<file path="config.mk">
export PLATFORM = sky130hd
export DESIGN_NAME = ccma_host
export DESIGN_NICKNAME = d
export VERILOG_FILES = /design/src/design/ccma_pkg.sv /design/src/design/ccma_tok_if.sv /design/src/design/ccma_host.sv /design/src/design/ccma_rx.sv /design/src/design/ccma_tx.sv
export SDC_FILE = /design/constraint.sdc
export NUM_CORES = 1
export LEC_CHECK = 0
export BUFFER_PORTS_ARGS = -buffer_cell sky130_fd_sc_hd__buf_2
export CAP_MARGIN = 20
export CORE_ASPECT_RATIO = 1.25
export CORE_UTILIZATION = 50
export CTS_CLUSTER_DIAMETER = 120
export DETAILED_ROUTE_END_ITERATION = 8
export PLACE_DENSITY = 0.74
export SYNTH_ARGS = -nofsm -noshare
export SYNTH_HDL_FRONTEND = slang
export SYNTH_SLANG_ARGS = --single-unit
</file>
<file path="constraint.sdc">
create_clock -name core_clk -period 3.6 [get_ports core_clk]
set_clock_uncertainty 0.05 [all_clocks]
set_input_delay 0 -clock core_clk [delete_from_list [all_inputs] [get_ports core_clk]]
set_output_delay 0 -clock core_clk [all_outputs]
set_load 0.005 [all_outputs]
</file>
<file path="src/design/ccma_pkg.sv">
// Constants, types and decoders of the configuration message host
package ccma_pkg;
// -----------------------------------------------------------------
// Functional notes
// Every request carries 24-bit reply channel address
// Reply address low byte all ones: no reply (host and device model apply this to writes only)
// Multi-byte fields go most significant byte first
// Tile bank destination ends in C20C
// Node bank destination ends in C30C
// Peripheral destination: node, peripheral id, 02
// Config write: 192, address, reg16, data32, 1
// Config read: 193, address, reg16, 1
// Device answers writes with 3,1 or 4,1
// Config read answer: 3, word, 1 or 4,1
// Peripheral write: 36, address, reg, size, data, 1
// Peripheral read: 37, address, reg, size, 1
// Peripheral read answer: 3, bytes, 1 or 4,1
// Bad or protected register answered with failure
// Device acts only after complete closed request
// -----------------------------------------------------------------

// -----------------------------------------------------------------
// Field widths
// -----------------------------------------------------------------
localparam int BYTE_W     = 8;
localparam int RET_W      = 24;
localparam int RET_BYTES  = 3;
localparam int CFG_REG_W  = 16;
localparam int NODE_W     = 16;
localparam int PERIPH_W   = 8;
localparam int DEST_W     = 32;
localparam int WORD_BYTES = 4;
// Return address plus two-byte register field: reg16, or peripheral register and size
localparam int HEAD_BYTES = 5;

// -----------------------------------------------------------------
// Control tokens and destination patterns
// -----------------------------------------------------------------
localparam logic [7:0]  CT_CFG_WR     = 8'hC0;
localparam logic [7:0]  CT_CFG_RD     = 8'hC1;
localparam logic [7:0]  CT_PER_WR     = 8'h24;
localparam logic [7:0]  CT_PER_RD     = 8'h25;
localparam logic [7:0]  CT_END        = 8'h01;
localparam logic [7:0]  CT_ACK        = 8'h03;
localparam logic [7:0]  CT_NAK        = 8'h04;
localparam logic [7:0]  NOREPLY_LOW   = 8'hFF;
localparam logic [15:0] DEST_TILE_LOW = 16'hC20C;
localparam logic [15:0] DEST_NODE_LOW = 16'hC30C;
localparam logic [7:0]  DEST_PER_LOW  = 8'h02;

// -----------------------------------------------------------------
// Types
// -----------------------------------------------------------------
typedef enum logic [2:0] {
    OP_TILE_WR, OP_TILE_RD, OP_NODE_WR, OP_NODE_RD, OP_PER_WR, OP_PER_RD
} ccma_op_e;

typedef enum logic [1:0] {
    RES_OK, RES_FAIL, RES_PROTO, RES_REFUSED
} ccma_res_e;

// -----------------------------------------------------------------
// Operation decoders
// -----------------------------------------------------------------
function automatic logic op_is_wr(input ccma_op_e op);
    return op == OP_TILE_WR || op == OP_NODE_WR || op == OP_PER_WR;
endfunction

function automatic logic op_is_per(input ccma_op_e op);
    return op == OP_PER_WR || op == OP_PER_RD;
endfunction

function automatic logic op_is_tile(input ccma_op_e op);
    return op == OP_TILE_WR || op == OP_TILE_RD;
endfunction

function automatic logic [7:0] hdr_code(input ccma_op_e op);
    if (op_is_per(op)) begin
        return op_is_wr(op) ? CT_PER_WR : CT_PER_RD;
    end
    return op_is_wr(op) ? CT_CFG_WR : CT_CFG_RD;
endfunction

endpackage

</file>
<file path="src/design/ccma_tok_if.sv">
// Token handshake carrier between the host's own modules
`timescale 1ns/1ps
interface ccma_tok_if;
    logic       valid;
    logic       ready;
    logic       ctrl;
    logic [7:0] data;
    modport src (output valid, output ctrl, output data, input ready);
    modport snk (input valid, input ctrl, input data, output ready);
endinterface

</file>
<file path="src/design/ccma_host.sv">
// Configuration message host: builds requests, parses replies
`timescale 1ns/1ps
module ccma_host #(
    parameter int MAXB = 4
) (
    // Clock, reset and enable
    input  wire logic                          core_clk,
    input  wire logic                          rst_n,
    input  wire logic                          clk_en,
    // Command
    input  wire logic                          cmd_valid,
    output logic                               cmd_ready,
    input  wire ccma_pkg::ccma_op_e            cmd_op,
    input  wire logic [ccma_pkg::NODE_W-1:0]   cmd_node,
    input  wire logic [ccma_pkg::PERIPH_W-1:0] cmd_periph,
    input  wire logic [ccma_pkg::RET_W-1:0]    cmd_ret,
    input  wire logic [ccma_pkg::CFG_REG_W-1:0] cmd_reg,
    input  wire logic [ccma_pkg::BYTE_W-1:0]   cmd_size,
    input  wire logic [MAXB*ccma_pkg::BYTE_W-1:0] cmd_wdata,
    // Result
    output logic                               rsp_valid,
    output ccma_pkg::ccma_res_e                rsp_status,
    output logic [MAXB*ccma_pkg::BYTE_W-1:0]   rsp_rdata,
    output logic [ccma_pkg::DEST_W-1:0]        dest_addr,
    // Link out
    output logic                               tx_valid,
    output logic                               tx_ctrl,
    output logic [ccma_pkg::BYTE_W-1:0]        tx_data,
    input  wire logic                          tx_ready,
    // Link in
    input  wire logic                          rx_valid,
    input  wire logic                          rx_ctrl,
    input  wire logic [ccma_pkg::BYTE_W-1:0]   rx_data,
    output logic                               rx_ready
);
    import ccma_pkg::*;

    localparam int DW = MAXB * BYTE_W;
    localparam int PW = RET_W + CFG_REG_W + DW;

    typedef enum logic [2:0] {
        ST_IDLE, ST_HDR, ST_BODY, ST_END, ST_R_STAT, ST_R_DATA, ST_R_END
    } ccma_st_e;

    // -------------------------------------------------------------
    // State
    // -------------------------------------------------------------
    ccma_st_e          st;
    ccma_op_e          op;
    logic [PW-1:0]     payload;
    logic [7:0]        cnt;
    logic [7:0]        blen;
    logic [7:0]        nbytes;
    logic              noreply;
    logic              fail;
    logic [RET_W-1:0]  ret_q;

    ccma_tok_if txq ();
    ccma_tok_if rxq ();

    // -------------------------------------------------------------
    // Command decode
    // -------------------------------------------------------------
    wire logic                 accept;
    wire logic                 cmd_per;
    wire logic                 cmd_wr;
    wire logic                 cmd_bad;
    wire logic [7:0]           cmd_nb;
    wire logic [15:0]          shamt;
    wire logic [DW-1:0]        data_al;
    wire logic [CFG_REG_W-1:0] reg_fld;
    wire logic [DEST_W-1:0]    dest_next;
    wire logic [DEST_W-1:0]    dest_cfg;

    assign accept  = cmd_valid && cmd_ready && clk_en;
    assign cmd_per = op_is_per(cmd_op);
    assign cmd_wr  = op_is_wr(cmd_op);
    assign cmd_nb  = cmd_per ? cmd_size : 8'(WORD_BYTES);
    assign cmd_bad = cmd_per && (cmd_size > 8'(MAXB));
    // Left-align the data so its top byte leaves first
    assign shamt   = 16'(DW) - 16'({8'h00, cmd_nb} * 16'(BYTE_W));
    assign data_al = cmd_wdata << shamt;
    // Peripheral: 8-bit register then size; config: 16-bit register
    assign reg_fld = cmd_per ? {cmd_reg[7:0], cmd_size} : cmd_reg;
    assign dest_cfg = op_is_tile(cmd_op) ? {cmd_node, DEST_TILE_LOW}
                                         : {cmd_node, DEST_NODE_LOW};
    assign dest_next = cmd_per ? {cmd_node, cmd_periph, DEST_PER_LOW}
                               : dest_cfg;

    // -------------------------------------------------------------
    // Token selection
    // -------------------------------------------------------------
    wire logic       push;
    wire logic       pop;
    wire logic [7:0] want;
    wire logic       is_ack;
    wire logic       is_nak;
    wire logic       is_end;

    assign push       = txq.valid && txq.ready;
    assign pop        = rxq.valid && rxq.ready;
    assign txq.valid  = st == ST_HDR || st == ST_BODY || st == ST_END;
    assign txq.ctrl   = st != ST_BODY;
    assign txq.data   = st == ST_HDR ? hdr_code(op) :
                        st == ST_END ? CT_END : payload[PW-1 -: BYTE_W];
    assign rxq.ready  = st == ST_R_STAT || st == ST_R_DATA
                        || st == ST_R_END;
    assign want       = op_is_wr(op) ? 8'h00 : nbytes;
    assign is_ack     = rxq.ctrl && rxq.data == CT_ACK;
    assign is_nak     = rxq.ctrl && rxq.data == CT_NAK;
    assign is_end     = rxq.ctrl && rxq.data == CT_END;

    // -------------------------------------------------------------
    // Completion
    // -------------------------------------------------------------
    wire logic      fin;
    wire ccma_res_e fin_res;
    wire ccma_res_e end_res;

    assign fin = clk_en && ((accept && cmd_bad)
               || (push && st == ST_END && noreply)
               || (pop && st == ST_R_STAT && !is_ack && !is_nak)
               || (pop && st == ST_R_DATA && rxq.ctrl)
               || (pop && st == ST_R_END));
    assign end_res = !is_end ? RES_PROTO : fail ? RES_FAIL : RES_OK;
    assign fin_res = st == ST_IDLE  ? RES_REFUSED :
                     st == ST_END   ? RES_OK :
                     st == ST_R_END ? end_res : RES_PROTO;

    always_ff @(posedge core_clk) begin
        if (!rst_n) begin
            rsp_valid  <= 1'b0;
            rsp_status <= RES_OK;
            cmd_ready  <= 1'b1;
        end else if (clk_en) begin
            rsp_valid <= fin;
            if (fin) begin
                rsp_status <= fin_res;
            end
            cmd_ready <= fin ? 1'b1 : accept ? 1'b0 : cmd_ready;
        end
    end

    // -------------------------------------------------------------
    // Request and reply sequencer
    // -------------------------------------------------------------
    always_ff @(posedge core_clk) begin
        if (!rst_n) begin
            st        <= ST_IDLE;
            op        <= OP_TILE_WR;
            payload   <= '0;
            cnt       <= 8'h00;
            blen      <= 8'h00;
            nbytes    <= 8'h00;
            noreply   <= 1'b0;
            fail      <= 1'b0;
            ret_q     <= '0;
            dest_addr <= '0;
            rsp_rdata <= '0;
        end else if (clk_en) begin
            case (st)
                ST_IDLE: begin
                    if (accept) begin
                        op        <= cmd_op;
                        ret_q     <= cmd_ret;
                        dest_addr <= dest_next;
                        payload   <= {cmd_ret, reg_fld, data_al};
                        nbytes    <= cmd_nb;
                        blen      <= 8'(HEAD_BYTES)
                                     + (cmd_wr ? cmd_nb : 8'h00);
                        noreply   <= cmd_wr
                                     && cmd_ret[7:0] == NOREPLY_LOW;
                        fail      <= 1'b0;
                        cnt       <= 8'h00;
                        rsp_rdata <= '0;
                        st        <= cmd_bad ? ST_IDLE : ST_HDR;
                    end
                end
                ST_HDR: begin
                    if (push) begin
                        st <= ST_BODY;
                    end
                end
                ST_BODY: begin
                    if (push) begin
                        payload <= payload << BYTE_W;
                        cnt     <= cnt + 8'h01;
                        if (cnt == blen - 8'h01) begin
                            st <= ST_END;
                        end
                    end
                end
                ST_END: begin
                    if (push) begin
                        cnt <= 8'h00;
                        st  <= noreply ? ST_IDLE : ST_R_STAT;
                    end
                end
                ST_R_STAT: begin
                    if (pop) begin
                        if (is_ack) begin
                            st <= want == 8'h00 ? ST_R_END : ST_R_DATA;
                        end else if (is_nak) begin
                            fail <= 1'b1;
                            st   <= ST_R_END;
                        end else begin
                            st <= ST_IDLE;
                        end
                    end
                end
                ST_R_DATA: begin
                    if (pop) begin
                        if (rxq.ctrl) begin
                            st <= ST_IDLE;
                        end else begin
                            // First byte ends up most significant
                            rsp_rdata <= {rsp_rdata[DW-BYTE_W-1:0],
                                          rxq.data};
                            cnt       <= cnt + 8'h01;
                            if (cnt == want - 8'h01) begin
                                st <= ST_R_END;
                            end
                        end
                    end
                end
                ST_R_END: begin
                    if (pop) begin
                        st <= ST_IDLE;
                    end
                end
                default: begin
                    st <= ST_IDLE;
                end
            endcase
        end
    end

    // -------------------------------------------------------------
    // Link stages
    // -------------------------------------------------------------
    ccma_tx u_tx (
        .core_clk (core_clk),
        .rst_n    (rst_n),
        .clk_en   (clk_en),
        .tok      (txq),
        .tx_valid (tx_valid),
        .tx_ctrl  (tx_ctrl),
        .tx_data  (tx_data),
        .tx_ready (tx_ready)
    );

    ccma_rx u_rx (
        .core_clk (core_clk),
        .rst_n    (rst_n),
        .clk_en   (clk_en),
        .rx_valid (rx_valid),
        .rx_ctrl  (rx_ctrl),
        .rx_data  (rx_data),
        .rx_ready (rx_ready),
        .tok      (rxq)
    );
endmodule

</file>
<file path="src/design/ccma_rx.sv">
// Incoming token register stage from the link pins
`timescale 1ns/1ps
module ccma_rx (
    // Clock, reset and enable
    input  wire logic                      core_clk,
    input  wire logic                      rst_n,
    input  wire logic                      clk_en,
    // Link in
    input  wire logic                      rx_valid,
    input  wire logic                      rx_ctrl,
    input  wire logic [ccma_pkg::BYTE_W-1:0] rx_data,
    output logic                           rx_ready,
    // Tokens to the parser
    ccma_tok_if.src                        tok
);
    import ccma_pkg::*;

    logic              full;
    logic              ctrl_q;
    logic [BYTE_W-1:0] data_q;
    wire logic         take;
    wire logic         drain;
    wire logic         next_full;

    assign tok.valid = full;
    assign tok.ctrl  = ctrl_q;
    assign tok.data  = data_q;
    assign take      = rx_valid && rx_ready;
    assign drain     = full && tok.ready;
    assign next_full = (full && !drain) || take;

    // Ready only while empty, so a take never overwrites
    always_ff @(posedge core_clk) begin
        if (!rst_n) begin
            full     <= 1'b0;
            rx_ready <= 1'b0;
            ctrl_q   <= 1'b0;
            data_q   <= 8'h00;
        end else if (clk_en) begin
            full     <= next_full;
            rx_ready <= !next_full;
            if (take) begin
                ctrl_q <= rx_ctrl;
                data_q <= rx_data;
            end
        end
    end
endmodule

</file>
<file path="src/design/ccma_tx.sv">
// Outgoing token register stage driving the link pins
`timescale 1ns/1ps
module ccma_tx (
    // Clock, reset and enable
    input  wire logic                      core_clk,
    input  wire logic                      rst_n,
    input  wire logic                      clk_en,
    // Tokens from the sequencer
    ccma_tok_if.snk                        tok,
    // Link out
    output logic                           tx_valid,
    output logic                           tx_ctrl,
    output logic [ccma_pkg::BYTE_W-1:0]    tx_data,
    input  wire logic                      tx_ready
);
    import ccma_pkg::*;

    wire logic load;

    assign tok.ready = !tx_valid || tx_ready;
    assign load      = tok.valid && tok.ready;

    always_ff @(posedge core_clk) begin
        if (!rst_n) begin
            tx_valid <= 1'b0;
            tx_ctrl  <= 1'b0;
            tx_data  <= 8'h00;
        end else if (clk_en) begin
            if (load) begin
                tx_valid <= 1'b1;
                tx_ctrl  <= tok.ctrl;
                tx_data  <= tok.data;
            end else if (tx_ready) begin
                tx_valid <= 1'b0;
            end
        end
    end
endmodule

</file>
==> results of run 1 <==
-- layer usage --
metal,global-route usage,part of all wire,wire length (um),up-vias
met3,0.0457,0.053,1480,107
met1,0.351,0.40,11200,4512
li1,-,-,-,4670
met5,0,0,0,-
met4,0.156,0.045,1250,0
met2,0.510,0.50,13800,440
-- final cells by class --
class,instances,area (um2)
Clock buffer,18,429
Clock inverter,14,168
Fill cell,1389,5660
Inverter,22,85.1
Multi-Input combinational cell,880,4830
Sequential cell,187,3740
Tap cell,224,280
Timing Repair Buffer,346,2440
-- Yosys cell counts, types with 4 or more instances --
master	number
a211oi_1	4
a21o_1	5
a21oi_1	139
a22oi_1	40
a311oi_1	27
a31oi_1	5
and3_1	8
buf_2	28
buf_4	8
clkbuf_1	63
dfxtp_1	187
ha_1	6
inv_1	19
mux2i_1	14
nand2_1	233
nand2b_1	8
nand3_1	34
nand4_1	7
nor2_1	125
nor2b_1	7
nor3_1	19
nor3_2	6
nor4_1	5
o211ai_1	20
o21ai_0	56
o21ai_1	12
o22a_1	4
o41ai_1	4
xnor2_1	22
xor2_1	15
-- what timing repair did --
action / CTS / global route
resized for setup: 0 / 0
hold buffers: 126 / 0
hold endpoints to repair: 116 / 0
setup endpoints to repair: 0 / 0
-- logic make-up after synthesis --
group                    count (synthesis)
flip-flops                             187
AO/OA/AOI/OAI                          344
AND/OR/NAND/NOR                        474
multiplexers                            14
adder cells (fa/ha/maj)                  6
other                                    1
buffers and inverters                  123
XOR/XNOR                                37
-- power groups by stage --
stage | Sequential (uW) | Combinational (uW) | Clock, uW
final | 2420 | 1310 | 1880
after global placement | 2450 | 1140 | 0
after detailed placement | 2460 | 1150 | 0
after floorplan | 2410 | 834 | 0
after CTS | 2410 | 1280 | 1900
after global routing | 2440 | 1430 | 1990
-- through the flow --
| step | power [uW] | hold WS (ns) | utilization |
|---|---|---|---|
| floorplan | 3250 | 0.0860 | - |
| global placement | 3590 | 0.192 | 0.574 |
| detailed placement | 3610 | 0.197 | 0.574 |
| CTS | 5590 | 0.000929 | 0.679 |
| global route | 5870 | 0.0327 | 0.679 |
| finish | 5610 | 0.00329 | 0.679 |
-- flip-flops by register name (all words and copies together) (netlist names) --
name and count:
payload 72, rsp_rdata 32, dest_addr 26, blen 8
cnt 8, nbytes 8, u_rx.tok.data 8, u_tx.tx_data 8
op 3, st 3, rsp_status 2, cmd_ready 1
fail 1, noreply 1, rsp_valid 1, u_rx.rx_ready 1
u_rx.tok.ctrl 1, u_rx.tok.valid 1, u_tx.tx_ctrl 1, u_tx.tx_valid 1
-- worst max path at each step --
stage	depth (start not counted)	startpoint	slack, ns	end
6_report	11	cmd_op[2]	0.64	payload[18]$_SDFFE_PN0P_
5_1_grt	11	cmd_op[2]	0.51	payload[18]$_SDFFE_PN0P_
4_1_cts	11	cmd_op[1]	0.75	payload[18]$_SDFFE_PN0P_
3_5_place_dp	7	st[0]$_SDFFE_PN0P_	1.04	payload[5]$_SDFFE_PN0P_
3_3_place_gp	8	st[0]$_SDFFE_PN0P_	1.16	payload[8]$_SDFFE_PN0P_
2_1_floorplan	13	cmd_op[1]	1.23	payload[0]$_SDFFE_PN0P_
-- worst min-delay path: stages --
cell     delay, ns
buf_2         0.11
nand2_1       0.05
a21oi_1       0.06
o21ai_1       0.15
a21oi_1       0.07
==> flow_metrics.env, run 1 <==
export IMPL_run_status="finished clean"
export IMPL_pre_cts_ws_ns=1.04
export IMPL_rows=54
export IMPL_synth_xor_area_frac=0.0357
export IMPL_cts_buffer_depth=2
export IMPL_place_area_um2=10100
export IMPL_drc=0
export IMPL_synthSimpleGateAreaFrac=0.233
export IMPL_synth_top_area_frac=0.413
export IMPL_comb_power_share=0.233
export IMPL_die_h_um=153
export IMPL_avgViaCountPerCell=5.75
export IMPL_slew_violations=0
export IMPL_p_seq_frac=0.431
export IMPL_synth_top_area_cell="dfxtp_1"
export IMPL_setup_viol=0
export IMPL_core_area_um2=17600
export IMPL_worst_pin_slew_ns=1.05
export IMPL_fmax_ghz=0.338
export IMPL_clk_pin_slew_worst_paths_ns=0.08
export IMPL_drtIter0Drc=842
export IMPL_final_cell_mix="nand2_1, buf_2, dfxtp_1"
export IMPL_arrival_ns=3.25
export IMPL_synth_edff_count=0
export IMPL_reg2reg_to="payload[7]$_SDFFE_PN0P_"
export IMPL_initial_core_util=0.514
export IMPL_swShare=0.329
export IMPL_maxCapViolCount=0
export IMPL_fin_area_um2=12000
export IMPL_synthAdderAreaFrac=0.00828
export IMPL_cts_htree_levels=4
export IMPL_io_pins=201
export IMPL_ys_warn_count=0
export IMPL_grt_start_max_net_pins=76
export IMPL_slew_headroom=0.297
export IMPL_ys_flop_type="dfxtp_1"
export IMPL_dp_cells=1533
export IMPL_final_antenna_net_count=0
export IMPL_dieArea_um2=18700
export IMPL_hold_start="cmd_wdata[18]"
export IMPL_vias=9729
export IMPL_worstPathMaxFanout=20
export IMPL_nets=1582
export IMPL_whs_endpoint="payload[26]$_SDFFE_PN0P_"
export IMPL_p_sw_uw=1840
export IMPL_clock_latency_ns=0.44
export IMPL_path_class="input port to register"
export IMPL_hp_class="input port to register"
export IMPL_slowest_delay_ns=0.79
export IMPL_cts_buffers_inserted=17
export IMPL_cts_tree="done"
export IMPL_cts_setup_buffers=0
export IMPL_diodes=0
export IMPL_drive_gt1_frac=0.187
export IMPL_r2r_slack_ns=0.86
export IMPL_grt_pass1_wl_um=44500
export IMPL_wl_um=27700
export IMPL_synth_area_mux_share=0.0154
export IMPL_instances_no_fill=1691
export IMPL_synth_area_top_cells="dfxtp_1, nand2_1, a21oi_1"
export IMPL_power_density_nw_per_um2=468
export IMPL_post_synth_num_cell_types=65
export IMPL_gr_total_overflow=0
export IMPL_min_period_ns=2.96
export IMPL_hold_depth=5
export IMPL_path_cells="dlygate4sd3_1 -> buf_2 -> nor2b_1 -> nand2_1 -> ha_1 -> nand2_1 -> o221ai_2 -> a21oi_1 -> dlygate4sd3_1 -> o21ai_0 -> a21oi_1"
export IMPL_portBuffers=195
export IMPL_internal_power_uw=3760
export IMPL_layout_commonest_cell="nand2_1"
export IMPL_power_leakage_uw=0.00489
export IMPL_async_reset_ff_frac=0
export IMPL_grt_pass1_vias=9184
export IMPL_clockPowerShare=0.336
export IMPL_grt_total_usage=0.297
export IMPL_crit_family="buffers and inverters"
export IMPL_syn_inst=1186
export IMPL_place_gp_congestion=0.915
export IMPL_wl_per_cell_um=16.4
export IMPL_vdd_drop_max_v=0.000368
export IMPL_synth_seq_area_share=0.413
export IMPL_area_growth_pct=32.0
export IMPL_worst_slack_ns=0.638
export IMPL_fin_setup_tns_ns=0
export IMPL_cts_sink_count=187
export IMPL_cts_root_buf="clkbuf_16"
export IMPL_rsz0062_at_grt="false"
export IMPL_syn_area_um2=9070
export IMPL_synth_top_family_by_area="compound AO/OA/AOI/OAI gates"
export IMPL_firstDrtPassIters=6
export IMPL_dp_hpwl_um=17800
export IMPL_synth_compound_area_frac=0.236
export IMPL_hold_viol_final=0
export IMPL_start_kind="input port"
export IMPL_r2r_start="st[0]$_SDFFE_PN0P_"
export IMPL_synth_avg_cell_area_um2=7.65
export IMPL_critical_path_buf_inv_count=3
export IMPL_post_route_period_util=0.823
export IMPL_crit_slowest_cell="o221ai_2"
export IMPL_antenna_found_initial=0
export IMPL_ys_seq_elements=187
export IMPL_required_ns=3.88
export IMPL_cp_end_kind="register"
export IMPL_worstRegToRegCells=7
export IMPL_dieWidth_um=122
Power figures use the tool's default switching activity.
==> run 2: changes to the inputs <==
--- a/config.mk
+++ b/config.mk
@@ -8,10 +8,10 @@
 export BUFFER_PORTS_ARGS = -buffer_cell sky130_fd_sc_hd__buf_2
 export CAP_MARGIN = 20
 export CORE_ASPECT_RATIO = 1.25
-export CORE_UTILIZATION = 50
+export CORE_UTILIZATION = 49
 export CTS_CLUSTER_DIAMETER = 120
 export DETAILED_ROUTE_END_ITERATION = 8
-export PLACE_DENSITY = 0.74
+export PLACE_DENSITY = 0.76
 export SYNTH_ARGS = -nofsm -noshare
 export SYNTH_HDL_FRONTEND = slang
 export SYNTH_SLANG_ARGS = --single-unit
==> constraint.sdc (replaced) <==
create_clock -name core_clk -period 2.37 [get_ports core_clk]
set_clock_uncertainty 0.05 [all_clocks]
set_input_delay 0 -clock core_clk [delete_from_list [all_inputs] [get_ports core_clk]]
set_output_delay 0 -clock core_clk [all_outputs]
set_load 0.005 [all_outputs]
==> run 2 against run 1 <==
Effect of this change: flip-flop and latch count is the same; worst setup slack got worse by 0.46 ns; register-to-register slack got worse by 0.68 ns; clock-buffer cell count shrank 1; sequential power increased by 51%; clock power up 57%; die area grew 2.0%; cell area rose by 1.8%; sequential share of layout area is 0.54 points lower; critical path type is now register to register; largest cell class unchanged.
==> flow_metrics.env, run 2 (synthesis gave the netlist of run 1 again) <==
export IMPL_grt_total_usage=0.317
export IMPL_largestRegisters="payload x72, rsp_rdata x32, dest_addr x26"
export IMPL_slowest_delay_ns=0.59
export IMPL_cts_buffer_depth=2
export IMPL_drc=0
export IMPL_worst_slack_ns=0.175
export IMPL_final_antenna_net_count=0
export IMPL_cp_end_kind="register"
export IMPL_place_gp_congestion=0.929
export IMPL_vdd_drop_max_v=0.000535
export IMPL_top_register="payload"
export IMPL_hp_class="input port to register"
export IMPL_clock_latency_ns=0.44
export IMPL_slew_headroom=0.480
export IMPL_antenna_found_initial=1
export IMPL_portBuffers=195
export IMPL_critical_path_buf_inv_count=2
export IMPL_firstDrtPassIters=6
export IMPL_maxCapViolCount=0
export IMPL_path_cells="nor3_2 -> nand4_1 -> buf_4 -> nand2_1 -> a21oi_1 -> dlygate4sd3_1"
export IMPL_wl_per_cell_um=17.5
export IMPL_power_leakage_uw=0.00502
export IMPL_fin_setup_tns_ns=0
export IMPL_path_class="register to register"
export IMPL_largest_register_ffs=72
export IMPL_hold_start="cmd_reg[15]"
export IMPL_initial_core_util=0.501
export IMPL_r2r_slack_ns=0.18
export IMPL_grt_pass1_wl_um=47200
export IMPL_cts_buffers_inserted=17
export IMPL_avgViaCountPerCell=5.81
export IMPL_r2r_start="st[0]$_SDFFE_PN0P_"
export IMPL_place_area_um2=10300
export IMPL_vias=9935
export IMPL_min_period_ns=2.19
export IMPL_setup_viol=0
export IMPL_area_growth_pct=34.4
export IMPL_crit_family="buffers and inverters"
export IMPL_fin_area_um2=12200
export IMPL_die_h_um=154
export IMPL_grt_pass1_vias=9604
export IMPL_final_cell_mix="nand2_1, buf_2, dfxtp_1"
export IMPL_worstPathMaxFanout=44
export IMPL_cts_htree_levels=4
export IMPL_dieWidth_um=124
export IMPL_rows=55
export IMPL_rsz0062_at_grt="false"
export IMPL_nets=1597
export IMPL_power_density_nw_per_um2=716
export IMPL_gr_total_overflow=0
export IMPL_path_depth=6
export IMPL_pre_cts_ws_ns=-0.0511
export IMPL_arrival_ns=2.47
export IMPL_final_util=0.674
export IMPL_clk_pin_slew_worst_paths_ns=0.08
export IMPL_cts_tree="done"
export IMPL_cts_root_buf="clkbuf_16"
export IMPL_crit_slowest_cell="dlygate4sd3_1"
export IMPL_run_status="finished clean"
export IMPL_p_total_uw=8730
export IMPL_start_kind="register"
export IMPL_dp_hpwl_um=19100
export IMPL_cp_endpoint="dest_addr[17]$_SDFFE_PN0P_"
export IMPL_core_area_um2=18100
export IMPL_slew_violations=0
export IMPL_post_route_period_util=0.926
export IMPL_hold_viol_final=0
export IMPL_dieArea_um2=19100
export IMPL_fmax_ghz=0.456
export IMPL_drive_gt1_frac=0.206
export IMPL_startpoint="st[0]$_SDFFE_PN0P_"
export IMPL_reg2reg_to="dest_addr[17]$_SDFFE_PN0P_"
export IMPL_cts_sink_count=187
export IMPL_drtIter0Drc=776
export IMPL_worst_pin_slew_ns=0.778
export IMPL_layout_commonest_cell="nand2_1"
export IMPL_grt_start_max_net_pins=64
export IMPL_wl_um=30000
export IMPL_worstRegToRegCells=6
export IMPL_io_pins=201
export IMPL_required_ns=2.65
run 2: cell types whose count changed in the layout (fill, tap and decap cells not counted), sizes merged:
cell         change
clkbuf           -1
dlygate4sd3      -7
buf             +22
inv              -1
clkinv           +1
diode            +1
bufinv           +1
run 2: worst min path at each step:
stage,endpoint,slack (ns),cells past startpoint
after floorplan,op[0]$_SDFFE_PN0P_,0.09,2
after global placement,dest_addr[26]$_SDFFE_PN0P_,0.19,3
after detailed placement,dest_addr[24]$_SDFFE_PN0P_,0.20,3
after CTS,noreply$_SDFFE_PN0P_,0.03,4
after global routing,noreply$_SDFFE_PN0P_,0.04,4
final,payload[47]$_SDFFE_PN0P_,0.06,5
run 2: area by class of cell:
type / count / area, um2
fillers: 1428 / 5910
diodes: 1 / 2.50
repair buffers: 361 / 2580
multi-input cells: 880 / 4870
inverters: 22 / 85.1
flip-flops and latches: 187 / 3740
well taps: 228 / 285
clock buffers: 17 / 425
clock inverters: 15 / 200
run 2: stage by stage:
| stage | std cells | hold WS, ns |
|---|---|---|
| final | 1711 | 0.0583 |
| after global routing | 1711 | 0.0359 |
| after CTS | 1708 | 0.0300 |
| after detailed placement | 1557 | 0.196 |
| after global placement | 1557 | 0.190 |
| after floorplan | 1190 | 0.0860 |
run 2: where the power goes:
| part | leakage [uW] | internal, uW | switching (uW) |
|---|---|---|---|
| logic | 0.00320 | 877 | 1230 |
| clock network | 0.000304 | 1540 | 1430 |
| registers | 0.00152 | 3450 | 201 |
run 2: what timing repair did:
| item | in CTS | in global routing |
|---|---|---|
| hold buffers | 119 | 0 |
| setup buffers | 0 | 2 |
| resized for setup | 1 | 7 |
| endpoints found under the setup margin | 1 | 9 |
| pin swaps | 0 | 2 |
| endpoints found under the hold margin | 114 | 0 |
run 2: worst min-delay path: stages:
cell	delay, ns
buf_2	0.10
nand2_1	0.05
nand3_1	0.07
o211ai_1	0.19
a21oi_1	0.09
run 2: per-layer routing:
metal	GRT usage	part of all wire
met1	0.348	0.36
met2	0.536	0.50
met3	0.0597	0.065
met4	0.230	0.071
met5	0	0
==> run 3: changes to the inputs <==
--- a/config.mk
+++ b/config.mk
@@ -8,10 +8,10 @@
 export BUFFER_PORTS_ARGS = -buffer_cell sky130_fd_sc_hd__buf_2
 export CAP_MARGIN = 20
 export CORE_ASPECT_RATIO = 1.25
-export CORE_UTILIZATION = 49
+export CORE_UTILIZATION = 50
 export CTS_CLUSTER_DIAMETER = 120
 export DETAILED_ROUTE_END_ITERATION = 8
-export PLACE_DENSITY = 0.76
+export PLACE_DENSITY = 0.74
 export SYNTH_ARGS = -nofsm -noshare
 export SYNTH_HDL_FRONTEND = slang
 export SYNTH_SLANG_ARGS = --single-unit
==> constraint.sdc (replaced) <==
create_clock -name core_clk -period 2.1 [get_ports core_clk]
set_clock_uncertainty 0.05 [all_clocks]
set_input_delay 0 -clock core_clk [delete_from_list [all_inputs] [get_ports core_clk]]
set_output_delay 0 -clock core_clk [all_outputs]
set_load 0.005 [all_outputs]
==> run 3 against run 2 <==
Effect of this change: flip-flop and latch count did not move; total power rose by 13%; sequential power rose by 13%.
==> flow_metrics.env, run 3 (synthesis gave the netlist of run 1 again) <==
export IMPL_rsz0062_at_grt="true"
export IMPL_io_pins=201
export IMPL_slowest_delay_ns=0.38
export IMPL_cp_end_kind="register"
export IMPL_cts_buffers_inserted=17
export IMPL_layout_commonest_cell="nand2_1"
export IMPL_path_cells="nor4_4 -> mux2i_1 -> o31ai_2 -> a41oi_2 -> nand4b_4 -> and4bb_4 -> mux2i_1"
export IMPL_drtIter0Drc=938
export IMPL_run_status="finished clean"
export IMPL_place_area_um2=10600
export IMPL_grt_total_usage=0.317
export IMPL_min_period_ns=2.09
export IMPL_top_register="payload"
export IMPL_p_total_uw=9890
export IMPL_cts_tree="done"
export IMPL_instances_no_fill=1728
export IMPL_clockPowerShare=0.326
export IMPL_dp_cells=1577
export IMPL_firstDrtPassIters=5
export IMPL_area_growth_pct=38.0
export IMPL_arrival_ns=2.41
export IMPL_p_seq_frac=0.416
export IMPL_setup_viol=0
export IMPL_final_cell_mix="nand2_1, buf_2, dfxtp_1"
export IMPL_gr_total_overflow=0
export IMPL_required_ns=2.42
export IMPL_die_h_um=153
export IMPL_final_antenna_net_count=0
export IMPL_worst_pin_slew_ns=0.630
export IMPL_hold_viol_final=0
export IMPL_fin_area_um2=12500
export IMPL_path_class="register to register"
export IMPL_antenna_found_initial=1
export IMPL_nets=1618
export IMPL_cp_common_cell="mux2i_1"
export IMPL_rows=54
export IMPL_slew_violations=0
export IMPL_largestRegisters="payload x72, rsp_rdata x32, dest_addr x26"
export IMPL_start_kind="register"
export IMPL_dieArea_um2=18700
export IMPL_drc=0
export IMPL_final_util=0.710
export IMPL_wl_um=29900
export IMPL_core_area_um2=17600
export IMPL_clock_latency_ns=0.44
export IMPL_cts_root_buf="clkbuf_16"
export IMPL_p_sw_uw=3260
export IMPL_vdd_drop_max_v=0.000674
export IMPL_avgViaCountPerCell=5.75
export IMPL_crit_slowest_cell="and4bb_4"
export IMPL_cts_sink_count=187
export IMPL_drive_gt1_frac=0.232
export IMPL_dieWidth_um=122
export IMPL_grt_pass1_vias=9337
export IMPL_vias=9943
export IMPL_nFillCells=1372
export IMPL_power_leakage_uw=0.00518
export IMPL_portBuffers=195
export IMPL_post_route_period_util=0.994
export IMPL_fin_setup_tns_ns=0
export IMPL_wl_per_cell_um=17.3
export IMPL_place_gp_congestion=0.942
export IMPL_cts_buffer_depth=2
export IMPL_power_density_nw_per_um2=790
export IMPL_slew_headroom=0.580
export IMPL_internal_power_uw=6630
export IMPL_swShare=0.330
export IMPL_fmax_ghz=0.479
export IMPL_hp_class="input port to register"
export IMPL_maxCapViolCount=0
export IMPL_worstPathMaxFanout=4
export IMPL_grt_start_max_net_pins=62
export IMPL_initial_core_util=0.514
export IMPL_largest_register_ffs=72
export IMPL_clk_pin_slew_worst_paths_ns=0.07
export IMPL_dp_hpwl_um=19000
export IMPL_grt_pass1_wl_um=46700
export IMPL_comb_power_share=0.258
export IMPL_cts_htree_levels=4
==> run 3: cell count changes in the layout (fill, tap and decap cells not counted), sizes merged <==
cell	delta
clkinv	-2
inv	+2
dlymetal6s4s	+3
buf	+24
clkinvlp	+1
dlygate4sd3	-9
bufinv	-1
clkbuf	+3
==> run 3: routing by layer <==
metal,share of wire,track usage,routed length (um)
met1,0.38,0.369,11500
met2,0.50,0.546,15000
met3,0.057,0.0430,1700
met4,0.057,0.184,1700
met5,0,0,0
==> run 3: metrics by stage <==
step	setup slack [ns]	hold WS [ns]
3_5_place_dp	-0.123	0.200
5_1_grt	-0.125	0.0272
4_1_cts	-0.000478	0.000255
3_3_place_gp	-0.111	0.191
2_1_floorplan	0.00158	0.0860
6_report	0.0116	0.0156
==> run 3: timing repair <==
| item | CTS | global route |
|---|---|---|
| resized for setup | 10 | 16 |
| hold buffers | 113 | 0 |
| pin swaps | 4 | 5 |
| buffers inserted | 0 | 4 |
| gates cloned | 0 | 4 |
| hold endpoints to repair | 110 | 0 |
| endpoints found under the setup margin | 2 | 42 |
==> run 3: final timing paths <==
kind	startpoint	end	slack [ns]	depth (start not counted)
min reg2reg	dest_addr[11]$_SDFFE_PN0P_	dest_addr[11]$_SDFFE_PN0P_	0.40	2
min	cmd_reg[15]	payload[47]$_SDFFE_PN0P_	0.02	5
max	blen[3]$_SDFFE_PN0P_	st[0]$_SDFFE_PN0P_	0.01	7
max reg2reg	blen[3]$_SDFFE_PN0P_	st[0]$_SDFFE_PN0P_	0.01	7
==> run 3: critical path: cells and delay by family (launching register included) <==
family,cells,cell delay [ns]
and+or+nand+nor,3,0.92
AOI/OAI and AO/OA,2,0.38
DFF,1,0.36
muxes,2,0.31
==> run 3: power groups by stage <==
stage	logic [uW]	clock network [uW]	registers [uW]
finish	2550	3220	4120
global route	2790	3410	4150
CTS	2380	3260	4100
detailed placement	2190	0	4180
global placement	2160	0	4170
floorplan	1440	0	4140
==> run 3: cell type report <==
type / instances / area (um2) / area share
antenna: 1 / 2.50 / 0.000200
sequential: 187 / 3750 / 0.299
clock buffer: 17 / 425 / 0.0340
timing repair buffer: 382 / 2850 / 0.227
clock inverter: 15 / 171 / 0.0137
tap: 224 / 280 / 0.0224
multi-input combinational: 880 / 4960 / 0.396
inverter: 22 / 90.1 / 0.00720
